===== config.mk =====
export PLATFORM = sky130hd
export DESIGN_NAME = fvrc_top
export DESIGN_NICKNAME = d
export VERILOG_FILES = /design/src/fvrc_pkg.sv /design/src/fvrc_amp_if.sv /design/src/fvrc_gain_dec.sv /design/src/fvrc_top.sv
export SDC_FILE = /design/constraint.sdc
export NUM_CORES = 1
export LEC_CHECK = 0
export BUFFER_PORTS_ARGS = -buffer_cell sky130_fd_sc_hd__buf_2
export CORE_MARGIN = 5
export CORE_UTILIZATION = 45
export DETAILED_ROUTE_END_ITERATION = 7
export GPL_TIMING_DRIVEN = 0
export PLACE_DENSITY = 0.75
export SLEW_MARGIN = 5
export SYNTH_ARGS = -nofsm -noshare
export SYNTH_HDL_FRONTEND = slang
export SYNTH_SLANG_ARGS = --single-unit

===== constraint.sdc =====
create_clock -name clk_i -period 3.3 [get_ports clk_i]
set_input_delay 0.66 -clock clk_i [delete_from_list [all_inputs] [get_ports clk_i]]
set_output_delay 0.66 -clock clk_i [all_outputs]
set_load 0.005 [all_outputs]

===== src/fvrc_pkg.sv =====
// package: register map, field positions, gain codes, timing for the fixed reference control
package fvrc_pkg;

    // wishbone byte offsets
    localparam logic [3:0] FVRC_CTRL_OFS   = 4'h0;  // fixed_ref_control
    localparam logic [3:0] FVRC_STAT_OFS   = 4'h4;  // sticky event status (read only)
    localparam logic [3:0] FVRC_CLR_OFS    = 4'h8;  // status clear (write one)
    localparam logic [3:0] FVRC_IEN_OFS    = 4'hc;  // interrupt enable

    // fixed_ref_control field positions
    localparam int FVRC_EN_BIT    = 7;
    localparam int FVRC_RDY_BIT   = 6;
    localparam int FVRC_TEMP_INDICATOR_ENABLE_BIT  = 5;
    localparam int FVRC_TEMP_RANGE_SELECT_BIT = 4;
    localparam int FVRC_CDA_LSB   = 2;
    localparam int FVRC_ADC_LSB   = 0;

    // reset values
    localparam logic [7:0] FVRC_CTRL_RST = 8'h00;
    localparam logic [1:0] FVRC_EVT_RST  = 2'h0;

    // status / enable layout
    localparam int FVRC_EVT_READY = 0;  // reference became ready
    localparam int FVRC_EVT_LOST  = 1;  // ready dropped (disabled)

    // gain selector codes
    localparam logic [1:0] FVRC_GAIN_OFF = 2'h0;
    localparam logic [1:0] FVRC_GAIN_1X  = 2'h1;
    localparam logic [1:0] FVRC_GAIN_2X  = 2'h2;
    localparam logic [1:0] FVRC_GAIN_4X  = 2'h3;

    // settling interval
    localparam int FVRC_CLK_MHZ   = 125;
    localparam int FVRC_SETTLE_US = 25;
    localparam int FVRC_SETTLE_CYC = FVRC_SETTLE_US * FVRC_CLK_MHZ;
    localparam int FVRC_CNT_W     = 16;

    // settle state machine
    typedef enum logic [1:0] {
        FVRC_ST_OFF,
        FVRC_ST_SETTLE,
        FVRC_ST_READY
    } fvrc_state_t;

endpackage


===== src/fvrc_amp_if.sv =====
// interface: one gain amplifier's selector and decoded controls
`timescale 1ns/100ps
`default_nettype none
interface fvrc_amp_if;
    logic [1:0] sel;
    logic       on;
    logic       gain_1x;
    logic       gain_2x;
    logic       gain_4x;
    modport ctl (output sel, input on, gain_1x, gain_2x, gain_4x);
    modport amp (input sel, output on, gain_1x, gain_2x, gain_4x);
endinterface
`default_nettype wire


===== src/fvrc_gain_dec.sv =====
// gain amplifier decoder: registered one-hot gain enables from a 2-bit selector
`timescale 1ns/100ps
`default_nettype none
module fvrc_gain_dec
    import fvrc_pkg::*;
(
    input  wire logic   clk_i,
    input  wire logic   rst_i,
    input  wire logic   ref_on_i,
    fvrc_amp_if.amp     amp
);
    logic [3:0] dec_nxt;
    logic [3:0] dec_r;

    // decode selector, gated by reference enable
    always_comb begin
        dec_nxt = 4'h0;
        if (ref_on_i) begin
            case (amp.sel)
                FVRC_GAIN_OFF: dec_nxt = 4'h0;
                FVRC_GAIN_1X:  dec_nxt = 4'h3;
                FVRC_GAIN_2X:  dec_nxt = 4'h5;
                FVRC_GAIN_4X:  dec_nxt = 4'h9;
                default:       dec_nxt = 4'h0;
            endcase
        end
    end

    always_ff @(posedge clk_i) begin
        if (rst_i) begin
            dec_r <= 4'h0;
        end else begin
            dec_r <= dec_nxt;
        end
    end

    assign amp.on      = dec_r[0];
    assign amp.gain_1x = dec_r[1];
    assign amp.gain_2x = dec_r[2];
    assign amp.gain_4x = dec_r[3];
endmodule
`default_nettype wire


===== src/fvrc_top.sv =====
// fixed reference control: wishbone registers, settle timer, events, amplifier controls
`timescale 1ns/100ps
`default_nettype none

////////////////////////////////////////////////////////////////////////////////
// Notes on behaviour
// - after enabling, wait a settling interval before the reference counts usable
// - ready flag at bit 6 sets once settled; zero when disabled or settling, except always 1 when STD_VARIANT is set
// - adc gain code 00 turns the adc reference output off
// - adc gain code 01 drives the adc reference at 1x
// - adc gain code 10 drives the adc reference at 2x
// - enable bit 1 turns the reference on, 0 turns it off
// - temperature indicator enabled only while its enable bit is 1
// - range bit 1 selects high temperature range, 0 the low range
// - bits 3:2 set comparator/dac/sense gain like the adc selector
module fvrc_top
    import fvrc_pkg::*;
#(
    parameter int  SETTLE_CYC  = FVRC_SETTLE_CYC,
    parameter bit  STD_VARIANT = 1'b0
)(
    input  wire logic        clk_i,
    input  wire logic        rst_i,
    input  wire logic        cyc_i,
    input  wire logic        stb_i,
    input  wire logic        we_i,
    input  wire logic [3:0]  adr_i,
    input  wire logic [3:0]  sel_i,
    input  wire logic [31:0] dat_i,
    output logic      [31:0] dat_o,
    output logic             ack_o,
    output logic             irq_o,
    output logic             ref_on_o,
    output logic             ref_ready_o,
    output logic             temp_on_o,
    output logic             temp_high_o,
    output logic             adc_ref_on_o,
    output logic [2:0]       adc_gain_o,
    output logic             cmp_ref_on_o,
    output logic [2:0]       cmp_gain_o
);

    ////////////////////////////////////////////////////////////////////////////
    // declarations
    logic [6:0]            ctrl_r;      // bits 7,5..0 of control, ready not stored
    logic [6:0]            ctrl_nxt;
    fvrc_state_t           st_r;
    fvrc_state_t           st_nxt;
    logic [FVRC_CNT_W-1:0] cnt_r;
    logic [FVRC_CNT_W-1:0] cnt_nxt;
    logic [1:0]            stat_r;
    logic [1:0]            stat_nxt;
    logic [1:0]            ien_r;
    logic [1:0]            ien_nxt;
    logic                  ack_nxt;
    logic [31:0]           dat_nxt;
    logic                  irq_nxt;
    logic                  rdy_r;
    logic                  rdy_nxt;
    logic                  ref_en;
    logic                  wr_stb;
    logic                  rd_stb;
    logic [1:0]            evt;
    logic [7:0]            ctrl_view;

    fvrc_amp_if adc_amp ();
    fvrc_amp_if cmp_amp ();

    // live control register image with ready flag
    function automatic logic [7:0] ctrl_image(input logic [6:0] c, input logic rdy);
        ctrl_image = {c[6], rdy, c[5:0]};
    endfunction

    assign ref_en    = ctrl_r[6];
    // a write lands at the edge where the master samples ack high
    assign wr_stb    = cyc_i & stb_i & we_i & ack_o & sel_i[0];
    assign rd_stb    = cyc_i & stb_i & ~we_i & ~ack_o;
    assign ctrl_view = ctrl_image(ctrl_r, rdy_r);

    ////////////////////////////////////////////////////////////////////////////
    // settling timer
    always_comb begin
        st_nxt  = st_r;
        cnt_nxt = cnt_r;
        case (st_r)
            FVRC_ST_OFF: begin
                cnt_nxt = '0;
                if (ref_en) begin
                    st_nxt = FVRC_ST_SETTLE;
                end
            end
            FVRC_ST_SETTLE: begin
                if (!ref_en) begin
                    st_nxt = FVRC_ST_OFF;
                end else if (cnt_r >= FVRC_CNT_W'(SETTLE_CYC - 1)) begin
                    st_nxt = FVRC_ST_READY;
                end else begin
                    cnt_nxt = cnt_r + 1'b1;
                end
            end
            FVRC_ST_READY: begin
                if (!ref_en) begin
                    st_nxt = FVRC_ST_OFF;
                end
            end
            default: st_nxt = FVRC_ST_OFF;
        endcase
    end

    always_comb begin
        rdy_nxt = STD_VARIANT ? 1'b1 : (st_nxt == FVRC_ST_READY);
    end

    always_ff @(posedge clk_i) begin
        if (rst_i) begin
            st_r  <= FVRC_ST_OFF;
            cnt_r <= '0;
            rdy_r <= STD_VARIANT;
        end else begin
            st_r  <= st_nxt;
            cnt_r <= cnt_nxt;
            rdy_r <= rdy_nxt;
        end
    end

    ////////////////////////////////////////////////////////////////////////////
    // register writes and sticky events
    assign evt[FVRC_EVT_READY] = rdy_nxt & ~rdy_r;
    assign evt[FVRC_EVT_LOST]  = ~rdy_nxt & rdy_r;

    always_comb begin
        ctrl_nxt = ctrl_r;
        ien_nxt  = ien_r;
        stat_nxt = stat_r;
        if (wr_stb && adr_i == FVRC_CTRL_OFS) begin
            ctrl_nxt = {dat_i[FVRC_EN_BIT], dat_i[5:0]};
        end
        if (wr_stb && adr_i == FVRC_IEN_OFS) begin
            ien_nxt = dat_i[1:0];
        end
        if (wr_stb && adr_i == FVRC_CLR_OFS) begin
            stat_nxt = stat_nxt & ~dat_i[1:0];
        end
        stat_nxt = stat_nxt | evt;  // set wins over clear
    end

    always_ff @(posedge clk_i) begin
        if (rst_i) begin
            ctrl_r <= FVRC_CTRL_RST[6:0];
            ien_r  <= FVRC_EVT_RST;
            stat_r <= FVRC_EVT_RST;
        end else begin
            ctrl_r <= ctrl_nxt;
            ien_r  <= ien_nxt;
            stat_r <= stat_nxt;
        end
    end

    ////////////////////////////////////////////////////////////////////////////
    // bus answer and interrupt
    always_comb begin
        ack_nxt = cyc_i & stb_i & ~ack_o;  // one-cycle answer to every access
        dat_nxt = 32'h0000_0000;
        if (rd_stb) begin
            case (adr_i)
                FVRC_CTRL_OFS: dat_nxt = {24'h00_0000, ctrl_view};
                FVRC_STAT_OFS: dat_nxt = {30'h0000_0000, stat_r};
                FVRC_IEN_OFS:  dat_nxt = {30'h0000_0000, ien_r};
                default:       dat_nxt = 32'h0000_0000;
            endcase
        end
        irq_nxt = |(stat_nxt & ien_nxt);
    end

    always_ff @(posedge clk_i) begin
        if (rst_i) begin
            ack_o <= 1'b0;
            dat_o <= 32'h0000_0000;
            irq_o <= 1'b0;
        end else begin
            ack_o <= ack_nxt;
            dat_o <= dat_nxt;
            irq_o <= irq_nxt;
        end
    end

    ////////////////////////////////////////////////////////////////////////////
    // analog controls
    // reference enable, temperature controls and ready output
    always_ff @(posedge clk_i) begin
        if (rst_i) begin
            ref_on_o    <= 1'b0;
            temp_on_o   <= 1'b0;
            temp_high_o <= 1'b0;
            ref_ready_o <= STD_VARIANT;
        end else begin
            ref_on_o    <= ctrl_r[6];
            temp_on_o   <= ctrl_r[FVRC_TEMP_INDICATOR_ENABLE_BIT];
            temp_high_o <= ctrl_r[FVRC_TEMP_RANGE_SELECT_BIT];
            ref_ready_o <= rdy_r;
        end
    end

    assign adc_amp.sel = ctrl_r[FVRC_ADC_LSB +: 2];
    assign cmp_amp.sel = ctrl_r[FVRC_CDA_LSB +: 2];

    fvrc_gain_dec u_adc_dec (
        .clk_i    (clk_i),
        .rst_i    (rst_i),
        .ref_on_i (ref_en),
        .amp      (adc_amp)
    );

    fvrc_gain_dec u_cmp_dec (
        .clk_i    (clk_i),
        .rst_i    (rst_i),
        .ref_on_i (ref_en),
        .amp      (cmp_amp)
    );

    assign adc_ref_on_o = adc_amp.on;
    assign adc_gain_o   = {adc_amp.gain_4x, adc_amp.gain_2x, adc_amp.gain_1x};
    assign cmp_ref_on_o = cmp_amp.on;
    assign cmp_gain_o   = {cmp_amp.gain_4x, cmp_amp.gain_2x, cmp_amp.gain_1x};

endmodule
`default_nettype wire


==> Word level (Yosys, flattened, before mapping) <==
Index checks and enable logic that the tools add are counted.
{ "word_totals": {"regBits": 76, "in_bits": 45, "out_inout_bits": 46, "wordCells": 75} }
{ "op_classes": {"addsub": 1, "magnitude_cmp": 1, "eq_ne": 14, "mux": 13, "bitwise": 19, "n_reduce_logical": 12} }
{ "op_table": {"columns": ["operator", "count"], "rows": [
  ["2-to-1 mux 16 bit", 2],
  ["case mux 16 bit (2 select lines)", 1],
  ["case mux 4 bit (4 select lines)", 2],
  ["case mux 8 bit (3 select lines)", 1],
  ["adder 16 x 1 -> 16 bit (second input constant)", 1],
  [">= comparator 16 x 12 -> 1 bit (second input constant)", 1],
  ["== test 2 bit (second input constant)", 6],
  ["2-to-1 mux 2 bit", 6],
  ["bitwise AND 1 bit", 9],
  ["== test 4 bit (second input constant)", 2],
  ["== test 2 x 1 -> 1 bit (second input constant)", 3],
  ["logical NOT 2 bit", 3],
  ["inverter 1 bit", 6],
  ["case mux 2 bit (3 select lines)", 1],
  ["OR reduction 2 bit", 3],
  ["bitwise AND 2 bit", 2],
  ["== test 4 x 3 -> 1 bit (second input constant)", 1],
  ["logical NOT 4 bit", 1],
  ["inequality test 2 bit (second input constant)", 2],
  ["logical AND 1 bit", 3],
  ["AND reduction 3 bit", 1],
  ["inverter 2 bit", 1],
  ["bitwise OR 2 bit", 1],
  ["nonzero test 2 bit", 1]
]} }

==> Longest topological paths before layout <==
{ "logic_depth": {"ltp_word": 10, "depth_mapped": 7, "mapped_depth_nobuf": 6} }

==> Hierarchy <==
From an unflattened synthesis, not the netlist that was laid out.
{ "unflattened": {"cells_unflattened": 243, "area_unflattened_um2": 2321.0} }
{ "modules_own_cells": {"columns": ["mod", "n_inst", "cells_each", "area_per_inst_um2", "seq_area_each_um2"], "rows": [
  ["fvrc_top", 1, 225, 2068.2, 880.8],
  ["fvrc_gain_dec", 2, 9, 126.4, 80.1]
]} }

==> Worst setup path after synthesis <==
OpenSTA, ideal clock, no wires.
{ "synth_path": {"path_type": "input to register", "from": "input port adr_i[2]", "to": "register ctrl_r[1]", "arrival_ps": 2153, "required_time_ps": 3172, "setup_slack_ps": 1020, "path_stages": 7, "path_buffers": 2, "path_cell_list": "buf_2 -> or3_1 -> or2_1 -> or4_1 -> buf_2 -> mux2i_1 -> nor2_1"} }
{ "synth_between": {"elab_chain_cells": 2} }
{ "synth_rtl": {"columns": ["element", "line_no", "text"], "rows": [
  ["start, declared", "fvrc_top.sv:27", "input wire logic [3:0] adr_i,"],
  ["logical NOT 4 bit", "fvrc_top.sv:135", "if (wr_stb && adr_i == FVRC_CTRL_OFS) begin"],
  ["logical AND 1 bit", "fvrc_top.sv:135", null],
  ["end signal, assigned", "fvrc_top.sv:149", "ctrl_r <= FVRC_CTRL_RST[6:0];"],
  ["end signal, assigned", "fvrc_top.sv:153", "ctrl_r <= ctrl_nxt;"],
  ["end, declared", "fvrc_top.sv:45", "logic [6:0] ctrl_r;"]
]} }
No other way between the ends.
A chain may end at the register's enable or synchronous reset.

==> Final worst setup path <==
{ "layout_path": {"from": "register cnt_r[6]", "to": "register cnt_r[6]"} }
{ "layout_between": {"elab_chain_cells": 4} }
{ "layout_rtl": {"columns": ["element", "line_no", "text"], "rows": [
  ["start, declared", "fvrc_top.sv:49", "logic [FVRC_CNT_W-1:0] cnt_r;"],
  ["start signal, assigned", "fvrc_top.sv:121", "cnt_r <= cnt_nxt;"],
  ["adder 16 x 1 -> 16 bit", "fvrc_top.sv:98", "cnt_nxt = cnt_r + 1'b1;"],
  ["2-to-1 mux 16 bit", "fvrc_top.sv:95", "end else if (cnt_r >= FVRC_CNT_W'(SETTLE_CYC - 1)) begin"],
  ["2-to-1 mux 16 bit", "fvrc_top.sv:93", "if (!ref_en) begin"],
  ["case mux 16 bit (2 select lines)", "fvrc_top.sv:85", "case (st_r)"]
]} }
Parallel ways exist; a longest one is shown, timed or not. The select of a mux whose other input is x is not followed.

==> load_flow_metrics.sql <==
INSERT INTO impl_metrics (metric_group, metric, value, unit) VALUES
('outcome', 'run_status', 'completed', ''),
('placement', 'place.port_buffers', '37', ''),
('worst_setup_path', 'cp_data_required_time', '3.48', 'ns'),
('clocking', 'cts_resized', '0', ''),
('power', 'finalPower', '1.03', 'mW'),
('placement', 'placed_cells', '380', ''),
('worst_setup_path', 'cp_slowest_stage_delay', '0.54', 'ns'),
('sta', 'max_slew_margin', '58.7', '%'),
('sta', 'max_freq', '0.467', 'GHz'),
('global_routing', 'globalRouteOverflowTotal', '0', ''),
('worst_setup_path', 'reg2reg_slack', '1.16', 'ns'),
('clocking', 'cts_hold_repair.buffers', '0', ''),
('die', 'chipWidth', '80.6', 'µm'),
('worst_setup_path', 'timing.critical_path.fanout_max', '10', ''),
('worst_setup_path', 'series_of_cell_instances_along_the_critical_path', 'nor4_1 -> a21o_1 -> a31oi_1 -> buf_2 -> clkbuf_1 -> o31ai_1 -> a21oi_1', ''),
('sta', 'fin_crit_sh', '65.0', '%'),
('sta', 'finClkSkew', '0.0104', 'ns'),
('placement', 'gpl.final_weighted_congestion', '0.839', ''),
('routing', 'via_count', '1795', ''),
('routing', 'route.final.wire_length', '4150', 'µm'),
('power', 'power_frac_comb', '4.9', '%'),
('routing', 'ant_nets', '0', ''),
('cells_and_area', 'layout.cells.non_filler', '388', ''),
('worst_setup_path', 'worstSetupPathDepth', '7', ''),
('routing', 'wire_per_inst', '10.7', 'µm'),
('cells_and_area', 'insertedDiodeCount', '0', ''),
('cells_and_area', 'area_delta_synth_final', '19.8', '%'),
('die', 'floorplan.rows', '25', ''),
('clocking', 'clk_root_buffer_cell', 'sky130_fd_sc_hd__clkbuf_8', ''),
('cells_and_area', 'most_frequent_cells_in_the_layout', 'sky130_fd_sc_hd__dfxtp_1, sky130_fd_sc_hd__buf_2, sky130_fd_sc_hd__buf_4', ''),
('worst_setup_path', 'critical_path.endpoint_type', 'register', ''),
('yosys', 'netlist_top_cells_area', 'sky130_fd_sc_hd__dfxtp_1, sky130_fd_sc_hd__buf_4, sky130_fd_sc_hd__mux2i_1', ''),
('power', 'max-vdd-ir-drop', '0.170', 'mV'),
('cells_and_area', 'finalInstanceArea', '0.00269', 'mm²'),
('die', 'boundaryPins', '91', ''),
('power', 'power.share.sequential', '60.8', '%'),
('clocking', 'clock_transition_at_path_regs', '0.10', 'ns'),
('clocking', 'cts_post_setup_buffers_inserted', '0', ''),
('cells_and_area', 'postLayoutCoreUtil', '56.1', '%'),
('sta', 'setup_viol_count_final', '0', ''),
('global_routing', 'via_count_of_the_first_global_routing_pass', '1650', ''),
('yosys', 'syn_std_cell_area', '0.00224', 'mm²'),
('worst_setup_path', 'crit_path_top_delay_cell', 'sky130_fd_sc_hd__nor4_1', ''),
('power', 'netSwitchingFraction', '21.9', '%'),
('sta', 'final_critical_path_setup_slack', '1.16', 'ns'),
('worst_setup_path', 'timing.critical_path.max_delay_family', 'compound AO/OA/AOI/OAI gates', ''),
('worst_setup_path', 'worst-r2r-cell-count', '7', ''),
('sta', 'timing.hold.ws', '0.467', 'ns'),
('flow_run', 'maxCapViolCount', '0', ''),
('cells_and_area', 'final.fill_count', '465', ''),
('cells_and_area', 'layout.nets', '367', ''),
('placement', 'preCtsSetupSlack', '0.906', 'ns'),
('sta', 'hold_violations', '0', ''),
('clocking', 'numCtsBuffers', '5', ''),
('die', 'core_area', '0.00479', 'mm²'),
('power', 'share_clk_of_total_power', '34.3', '%'),
('yosys', 'yosys.area.top_type_share', '46.4', '%'),
('worst_setup_path', 'critical_path_source_type', 'register', ''),
('cells_and_area', 'final_common_cell', 'sky130_fd_sc_hd__dfxtp_1', ''),
('yosys', 'ys.warnings.count', '0', ''),
('cells_and_area', 'final-seq-area', '0.00104', 'mm²'),
('placement', 'placement.cell_area', '0.00260', 'mm²'),
('power', 'power_density_normalized_to_cell_area', '384', 'mW/mm²'),
('clocking', 'clock_tree_from_tritoncts', 'built', ''),
('hold_path', 'worst_hold_path.num_cells', '1', ''),
('power', 'power.static_leakage', '1.25', 'nW'),
('sta', 'maxSlewViolCount', '0', ''),
('cells_and_area', 'final_layout_size_suffix_gt1_share', '26.2', '%'),
('die', 'die_area', '0.00649', 'mm²'),
('hold_path', 'hp-class', 'reg -> reg', ''),
('sta', 'layout_min_cycle_time', '2.14', 'ns');
[synthesized netlist by cell type, drive strengths merged]
| cell type | n |
|---|---|
| a2111oi | 2 |
| o211ai | 1 |
| ha | 2 |
| o311ai | 1 |
| or3 | 5 |
| buf | 34 |
| o21a | 2 |
| a21oi | 9 |
| or2 | 4 |
| a31o | 2 |
| o31a | 1 |
| nor3 | 5 |
| a311oi | 1 |
| nor4bb | 1 |
| o21ai | 10 |
| a21boi | 1 |
| nor3b | 1 |
| nor2 | 28 |
| nand2 | 16 |
| or4 | 6 |
| a21o | 1 |
| a31oi | 1 |
| nor2b | 3 |
| conb | 1 |
| and2 | 11 |
| mux2i | 11 |
| nand2b | 3 |
| o32ai | 1 |
| dfxtp | 52 |
| nor4 | 2 |
| o31ai | 2 |
| a211oi | 1 |
| nand3 | 8 |
| nand4 | 4 |
| inv | 12 |
| clkbuf | 3 |
| and3 | 5 |
[flip-flops by register name, summed over array words and instances, names as in the netlist, 2 cells and up]
register / count
dat_o: 8
ien_r: 2
st_r: 2
u_adc_dec.dec_r: 4
cnt_r: 16
ctrl_r: 7
u_cmp_dec.dec_r: 4
stat_r: 2
[cell type report]
class | count | area share [%]
repair buffers | 37 | 6.89
well taps | 67 | 3.12
multi-input cells | 175 | 36.7
clock inverters | 2 | 0.605
flip-flops and latches | 52 | 38.8
clock buffers | 6 | 2.70
plain buffers | 37 | 9.50
inverters | 12 | 1.68
[final timing paths]
kind / endpoint / startpoint
min reg2reg: cnt_r[15]$_SDFFE_PP0P_ / cnt_r[15]$_SDFFE_PP0P_
max reg2reg: cnt_r[6]$_SDFFE_PP0P_ / cnt_r[6]$_SDFFE_PP0P_
min: cnt_r[15]$_SDFFE_PP0P_ / cnt_r[15]$_SDFFE_PP0P_
max: cnt_r[6]$_SDFFE_PP0P_ / cnt_r[6]$_SDFFE_PP0P_
[power by group through the flow]
stage | Combinational (mW) | Clock (mW) | Sequential [mW]
6_report | 0.0503 | 0.354 | 0.628
5_1_grt | 0.0571 | 0.389 | 0.628
4_1_cts | 0.0490 | 0.366 | 0.628
3_5_place_dp | 0.0489 | 0 | 0.643
3_3_place_gp | 0.0489 | 0 | 0.643
2_1_floorplan | 0.0350 | 0 | 0.643
[layer usage]
layer	routed length (µm)	up-vias	global-route usage (%)
met2	1970	45	23.5
met4	68	0	5.07
met3	262	6	3.14
li1	-	941	-
met5	0	-	0
met1	1850	803	15.6
[cell families after synthesis]
kind of cell | after synthesis | synth area share (%)
AND/OR/NAND/NOR | 102 | 23.7
other | 1 | 0.167
flip-flops | 52 | 46.4
adder cells (fa/ha/maj) | 2 | 1.12
AO/OA/AOI/OAI | 36 | 10.3
buffers and inverters | 49 | 13.4
multiplexers | 11 | 4.91
Note: power is estimated with default switching activity, not from simulation.
